**config.mk**
```make
export PLATFORM = sky130hd
export DESIGN_NAME = dac_serial_ctrl
export DESIGN_NICKNAME = d
export VERILOG_FILES = /design/src/include/dac_ctrl_pkg.sv /design/src/dac_load_buffer.sv /design/src/dac_serial_ctrl.sv
export VERILOG_INCLUDE_DIRS = /design/src /design/src/include
export SDC_FILE = /design/constraint.sdc
export NUM_CORES = 1
export LEC_CHECK = 0
export ABC_AREA = 1
export ABC_CLOCK_PERIOD_IN_PS = 3900
export BUFFER_PORTS_ARGS = -buffer_cell sky130_fd_sc_hd__buf_2
export CORE_AREA = 2 2 77 116
export CTS_CLUSTER_DIAMETER = 60
export CTS_CLUSTER_SIZE = 14
export DETAILED_ROUTE_END_ITERATION = 7
export DIE_AREA = 0 0 79 118
export PLACE_DENSITY_LB_ADDON = 0.15
export SYNTH_ARGS = -nofsm -noshare
export SYNTH_HDL_FRONTEND = slang
export SYNTH_SLANG_ARGS = --single-unit
```
**constraint.sdc**
```tcl
create_clock -name ref_clk -period 3.9 [get_ports ref_clk]
set_input_delay 0.78 -clock ref_clk [delete_from_list [all_inputs] [get_ports ref_clk]]
set_output_delay 0.78 -clock ref_clk [all_outputs]
set_load 0.02 [all_outputs]
```
**src/include/dac_ctrl_cfg.svh**
```systemverilog
`ifndef DAC_CTRL_CFG_SVH
`define DAC_CTRL_CFG_SVH

// Serial word geometry
`define WORD_BITS        16
`define CODE_BITS        14
`define READBACK_ZERO_MSBS 2
// Reset values
`define SHIFT_RESET      16'h0000
`define CONV_RESET       16'h0000
// Bench link clock period, used only to size nothing in logic
`define LINK_CLK_PERIOD_NS 160

`endif

```
**src/include/dac_ctrl_pkg.sv**
```systemverilog
package dac_ctrl_pkg;

    // Pin inputs after synchronisation
    typedef struct packed {
        logic serial_clk;
        logic frame_n;
        logic serial_in;
        logic load_strobe_n;
        logic readback_en_n;
        logic output_clear_n;
        logic power_down_n;
    } pin_in_t;

    // Word leaving the shift side toward the converter register
    typedef struct packed {
        logic [15:0] word;
    } load_word_t;

    // Analog-side control bundle
    typedef struct packed {
        logic [15:0] code;
        logic        clear_active;
        logic        powered_down;
    } analog_ctrl_t;

endpackage

```
**src/dac_load_buffer.sv**
```systemverilog
`timescale 1ns/1ps
`include "dac_ctrl_cfg.svh"

// Two-entry buffer between the shift register and the converter register
module dac_load_buffer #(
    parameter int WIDTH = `WORD_BITS
) (
    input  wire logic             ref_clk,
    input  wire logic             rst,
    input  wire logic             in_valid,
    output logic                  in_ready,
    input  wire logic [WIDTH-1:0] in_data,
    output logic                  out_valid,
    input  wire logic             out_ready,
    output logic      [WIDTH-1:0] out_data
);
    typedef struct packed {
        logic [1:0][WIDTH-1:0] mem;
        logic                  wr_ptr;
        logic                  rd_ptr;
        logic [1:0]            count;
    } buf_state_t;

    buf_state_t cur;
    buf_state_t next_cur;
    logic       push;
    logic       pop;

    // Ready and valid are honest views of the occupancy
    assign in_ready  = (cur.count != 2'h2);
    assign out_valid = (cur.count != 2'h0);
    assign out_data  = cur.mem[cur.rd_ptr];
    assign push      = in_valid && in_ready;
    assign pop       = out_valid && out_ready;

    // Pointer and count update
    always_comb begin
        next_cur = cur;
        if (push) begin
            next_cur.mem[cur.wr_ptr] = in_data;
            next_cur.wr_ptr = ~cur.wr_ptr;
        end
        if (pop) begin
            next_cur.rd_ptr = ~cur.rd_ptr;
        end
        if (push && !pop) begin
            next_cur.count = cur.count + 2'h1;
        end else if (pop && !push) begin
            next_cur.count = cur.count - 2'h1;
        end
    end

    always_ff @(posedge ref_clk or posedge rst) begin
        if (rst) begin
            cur <= '0;
        end else begin
            cur <= next_cur;
        end
    end
endmodule

```
**src/dac_serial_ctrl.sv**
```systemverilog
`timescale 1ns/1ps
`include "dac_ctrl_cfg.svh"
// Overview of operation
// - Sixteen-bit words arrive on serial_in, one bit per falling serial clock edge.
// - Bits shift in while the active-low frame input or the readback enable is low.
// - Load strobe low copies the shift register into the converter register.
// - Strobe held low updates the converter register when the frame rises.
// - Readback enable low presents the converter register on serial_out.
// - Readback bits advance one per rising serial clock edge on serial_out.
// - Outside readback, serial_out passes previously written bits for daisy-chaining.
// - Serial output is open-drain: pull low or release only.
// - Clear falling edge forces analog output to the output-ground reference.
// - Clear leaves shift and converter registers untouched.
// - Power-down input low puts the device in power-down.
// - Strobe sampled at frame fall chooses end-of-frame or deferred update.
// - Without readback, each written bit reaches serial_out sixteen clocks later.
// - Readback enable low loads converter register into shift register next falling edge.
// - Readback word returns its two top bits as zero.

module dac_serial_ctrl
    import dac_ctrl_pkg::*;
#(
    parameter int WORD_BITS = `WORD_BITS,
    parameter int CODE_BITS = `CODE_BITS
) (
    input  wire logic                 ref_clk,
    input  wire logic                 rst,
    input  wire logic                 serial_clk,
    input  wire logic                 frame_n,
    input  wire logic                 serial_in,
    input  wire logic                 load_strobe_n,
    input  wire logic                 readback_en_n,
    input  wire logic                 output_clear_n,
    input  wire logic                 power_down_n,
    output logic                      serial_out_o,
    output logic                      serial_out_oe,
    output dac_ctrl_pkg::analog_ctrl_t analog_ctrl,
    output logic                      load_stall
);
    import dac_ctrl_pkg::*;

    typedef struct packed {
        pin_in_t                sync1;
        pin_in_t                sync2;
        pin_in_t                last;
        logic [WORD_BITS-1:0]   shift;
        logic [4:0]             bit_count;
        logic                   auto_mode;
        logic                   word_done;
        logic                   rb_armed;
        logic                   deferred;
        logic [WORD_BITS-1:0]   conv;
        logic                   sdo_bit;
        logic                   sdo_oe;
        analog_ctrl_t           actl;
        logic                   stall;
    } ctrl_state_t;

    ctrl_state_t cur;
    ctrl_state_t next_cur;
    pin_in_t     raw;

    logic        buf_in_valid;
    logic        buf_in_ready;
    logic [WORD_BITS-1:0] buf_in_data;
    logic        buf_out_valid;
    logic [WORD_BITS-1:0] buf_out_data;

    assign raw = '{serial_clk, frame_n, serial_in, load_strobe_n,
                   readback_en_n, output_clear_n, power_down_n};

    // Words waiting for the converter register; a full buffer raises load_stall
    dac_load_buffer #(.WIDTH(WORD_BITS)) u_load_buf (
        .ref_clk   (ref_clk),
        .rst       (rst),
        .in_valid  (buf_in_valid),
        .in_ready  (buf_in_ready),
        .in_data   (buf_in_data),
        .out_valid (buf_out_valid),
        .out_ready (1'b1),
        .out_data  (buf_out_data)
    );

    // Next-state logic on synchronised pins; edges come from sync2 versus last
    always_comb begin
        logic sclk_fall;
        logic sclk_rise;
        logic frame_fall;
        logic frame_rise;
        logic clr_fall;
        logic rb_fall;
        logic [WORD_BITS-1:0] code_mask;
        sclk_fall    = 1'b0;
        sclk_rise    = 1'b0;
        frame_fall   = 1'b0;
        frame_rise   = 1'b0;
        clr_fall     = 1'b0;
        rb_fall      = 1'b0;
        code_mask    = '0;
        buf_in_valid = 1'b0;
        buf_in_data  = '0;
        next_cur       = cur;
        next_cur.sync1 = raw;
        next_cur.sync2 = cur.sync1;
        next_cur.last  = cur.sync2;
        sclk_fall  = cur.last.serial_clk && !cur.sync2.serial_clk;
        sclk_rise  = !cur.last.serial_clk && cur.sync2.serial_clk;
        frame_fall = cur.last.frame_n && !cur.sync2.frame_n;
        frame_rise = !cur.last.frame_n && cur.sync2.frame_n;
        clr_fall   = cur.last.output_clear_n && !cur.sync2.output_clear_n;
        rb_fall    = cur.last.readback_en_n && !cur.sync2.readback_en_n;
        code_mask  = WORD_BITS'((1 << CODE_BITS) - 1);

        if (frame_fall) begin
            next_cur.auto_mode = !cur.sync2.load_strobe_n;
            next_cur.bit_count = '0;
            next_cur.word_done = 1'b0;
        end
        if (rb_fall) begin
            next_cur.rb_armed = 1'b1;
        end
        if (sclk_fall) begin
            if (cur.rb_armed && !cur.sync2.readback_en_n) begin
                next_cur.shift = cur.conv & code_mask;
                next_cur.rb_armed = 1'b0;
            end else if (!cur.sync2.frame_n || !cur.sync2.readback_en_n) begin
                next_cur.shift = {cur.shift[WORD_BITS-2:0], cur.sync2.serial_in};
                if (!cur.sync2.frame_n && cur.bit_count != 5'h10) begin
                    next_cur.bit_count = cur.bit_count + 5'h01;
                end
                if (!cur.sync2.frame_n && cur.bit_count == 5'h0F) begin
                    next_cur.word_done = 1'b1;
                end
            end
        end
        // MSB leaving the shift register, changed on falling edge
        if (sclk_fall && cur.sync2.readback_en_n) begin
            next_cur.sdo_bit = cur.shift[WORD_BITS-1];
        end
        // readback data advances on rising edge
        if (sclk_rise && !cur.sync2.readback_en_n && !cur.rb_armed) begin
            next_cur.sdo_bit = cur.shift[WORD_BITS-1];
        end
        // open drain: drive only a low
        next_cur.sdo_oe = !next_cur.sdo_bit;

        if (frame_rise && cur.auto_mode && cur.word_done) begin
            buf_in_valid = 1'b1;
            buf_in_data  = cur.shift;
        end else if (frame_rise && cur.word_done) begin
            next_cur.deferred = 1'b1;
        end
        // strobe low loads after a complete word
        if (!cur.sync2.load_strobe_n && cur.sync2.frame_n && cur.deferred && !frame_rise) begin
            buf_in_valid = 1'b1;
            buf_in_data  = cur.shift;
            if (buf_in_ready) begin
                next_cur.deferred = 1'b0;
            end
        end
        next_cur.stall = !buf_in_ready;
        if (buf_out_valid) begin
            next_cur.conv = buf_out_data & code_mask;
        end
        // clear gates the output only, registers kept
        if (clr_fall) begin
            next_cur.actl.clear_active = 1'b1;
        end else if (cur.sync2.output_clear_n) begin
            next_cur.actl.clear_active = 1'b0;
        end
        // power-down is a flag, no register touched
        next_cur.actl.powered_down = !cur.sync2.power_down_n;
        next_cur.actl.code = next_cur.conv;
    end

    always_ff @(posedge ref_clk or posedge rst) begin
        if (rst) begin
            cur <= '0;
            cur.sync1 <= '1;
            cur.sync2 <= '1;
            cur.last  <= '1;
            cur.sdo_bit <= 1'b1;
        end else begin
            cur <= next_cur;
        end
    end

    assign serial_out_o  = 1'b0;
    assign serial_out_oe = cur.sdo_oe;
    assign analog_ctrl   = cur.actl;
    assign load_stall    = cur.stall;
endmodule

```
==> impl_metrics.ini <==
[synth]
synth_seq_cells = 94
synth_top_cells_by_area = dfrtp_1, dfstp_2, nand2_1
syn-cell-area_um2 = 4060
yosysWarnings = 0
ys_types = 29
synth_top_area_share = 0.462
synthCells = 431
yosysSeqAreaShare = 0.585
avgSynthCellArea_um2 = 9.42
synth_area_leader_cell = dfrtp_1

[final_layout]
mostFrequentLayoutCell = nand2_1
fillCellCount = 801
area_growth_pct = 9.09
drive_gt1_frac = 0.171
final_cell_area_um2 = 4430
antennaDiodeCount = 0
fin_nets = 446
layout_common_cells = nand2_1, dfrtp_1, inv_1, nand4_1

[cts]
clkTransAtPathRegs_ps = 60
cts_max_level = 3
cts-resized-gates = 0
post_cts_buffers = 0
cts_made_buffers = 9
clock_latency_ps = 340
cts_tree = done
root_buffer = clkbuf_16
clock_sinks = 94
cts_hold_buf = 0
clockBufferDepth = 2

[global_route]
antenna_found_initial = 0
grt_usage = 0.202
gr-total-overflow = 0
grt_max_degree = 49
grt_pass1_vias = 3064
grt_pass1_wl_mm = 14.6

[sta]
maxSlewHeadroom = 0.312
timing.fmax_mhz = 448
layout_min_cycle_time_ps = 2230
fin_skew_ps = 4.88
drv_slew = 0
tns_ps = 0
worst_pin_slew_ps = 1030
finalSetupViolations = 0
rsz0062_at_grt = false
hold_viol_final = 0
fin_crit_sh = 0.573

[floorplanning]
die_h_um = 118
fp.dieW_um = 79
floorplan.initialDensity = 0.488
dieArea_um2 = 9320
coreArea_um2 = 8310
num_io_pins = 30
rows = 41

[route]
antenna_left = 0
top_layer_used = met4
dr.pass1.iters = 4
drt-total-wl_mm = 8.13
met2WireLength_mm = 4.35
vias = 2859
m1WireLength_mm = 3.37
drc = 0
wl_met3_um = 274
via_per_inst = 5.25
wl_per_cell_um = 14.9
drtIter0Drc = 188

[critical_path]
path_class = reg2reg
endpoint_kind = flip-flop
critPathRequiredTime_ps = 4130
rrSetupSlack_ps = 1670
r2r_cells = 8
start_kind = flip-flop
cp_max_fo = 32
arrival_ps = 2470
rr_endpoint = u_load_buf.cur[1]
r2r-start = u_load_buf.cur[0]

[power_and_ir_drop]
power.leakage_uw = 0.00220
power.density_nw_per_um2 = 631
ir_drop_uv = 266

[hold_path]
min_from = cur[78]
timing.hold.worst_endpoint = cur[71]
min_path_type = reg2reg
hold_path_depth = 0

[placement]
port_buffers = 26
place_area_um2 = 4090
hpwl_mm = 5.33
place_congestion = 0.764

[flow_run]
maxCapViolCount = 0

[status]
outcome = finished, final reports clean
-- synthesized netlist by cell type --
master	count
o21ai_1	1
nand3_1	25
a22oi_1	9
o22ai_1	2
nor3_1	1
nor2_1	26
a21oi_1	22
buf_4	21
inv_1	32
dfstp_2	19
conb_1	1
o21ai_0	4
dfrtp_1	75
inv_2	3
ha_1	4
nand3b_1	1
nand3_2	2
nor2_2	1
buf_2	14
nand2_2	3
xnor2_1	2
a31oi_1	14
buf_1	1
nand2_1	110
nand4_1	31
buf_6	2
xor2_1	2
clkbuf_1	2
nor2_4	1
-- flip-flops by register name, indices dropped and copies added (netlist names) --
name            cells
serial_out_oe       1
cur                44
analog_ctrl        16
load_stall          1
u_load_buf.cur     32
-- how the worst max path moves through the flow --
stage	startpoint	endpoint	slack, ps	depth (start not counted)
floorplan	rst	analog_ctrl[0]	700	1
global placement	u_load_buf.cur[0]	u_load_buf.cur[1]	1750	8
detailed placement	u_load_buf.cur[0]	u_load_buf.cur[1]	1660	8
CTS	u_load_buf.cur[0]	u_load_buf.cur[1]	1640	8
global route	u_load_buf.cur[0]	u_load_buf.cur[1]	1370	8
finish	u_load_buf.cur[0]	u_load_buf.cur[1]	1670	8
-- area by class of cell --
cell class	count	area (um2)	area share
well taps	107	134	0.0302
clock buffers	11	253	0.0571
repair buffers	29	153	0.0345
flip-flops and latches	94	2380	0.537
inverters	35	134	0.0302
multi-input cells	264	1300	0.293
clock inverters	5	81.3	0.0184
-- logic make-up after synthesis --
logic type,count (synthesis),synth area share
simple gates,201,0.221
flops,94,0.585
other cells,1,0.000924
buf+inv,75,0.0968
fa+ha+maj,4,0.0123
compound gates,52,0.0746
xor+xnor,4,0.00863
-- metal layers --
layer  track usage  vias up
met2         0.345       41
met5             0        -
li1              -     1409
met1         0.246     1398
met3        0.0460       11
met4        0.0733        0
-- stage by stage --
step           cells  utilization  worst slack (ps)  hold WS, ps  total power [uW]
2_1_floorplan    433            -               703          345              1740
3_3_place_gp     529        0.493              1750          346              1840
3_5_place_dp     529        0.493              1660          347              1860
4_1_cts          545        0.533              1640          352              2830
5_1_grt          545        0.533              1370          359              2960
6_report         545        0.533              1670          350              2790
-- critical path, stage by stage, from the launching register on --
cell     delay, ps
dfrtp_1        410
inv_1          100
nand2_1        580
nand2_1        300
inv_1           70
ha_1           300
a21oi_1        110
o21ai_0        110
xnor2_1        130
-- power breakdown --
| part | total, uW | internal, uW | switching, uW |
|---|---|---|---|
| combinational | 571 | 180 | 391 |
| clock | 960 | 596 | 363 |
| sequential | 1260 | 1120 | 142 |
Note: power is estimated with default switching activity, not from simulation.
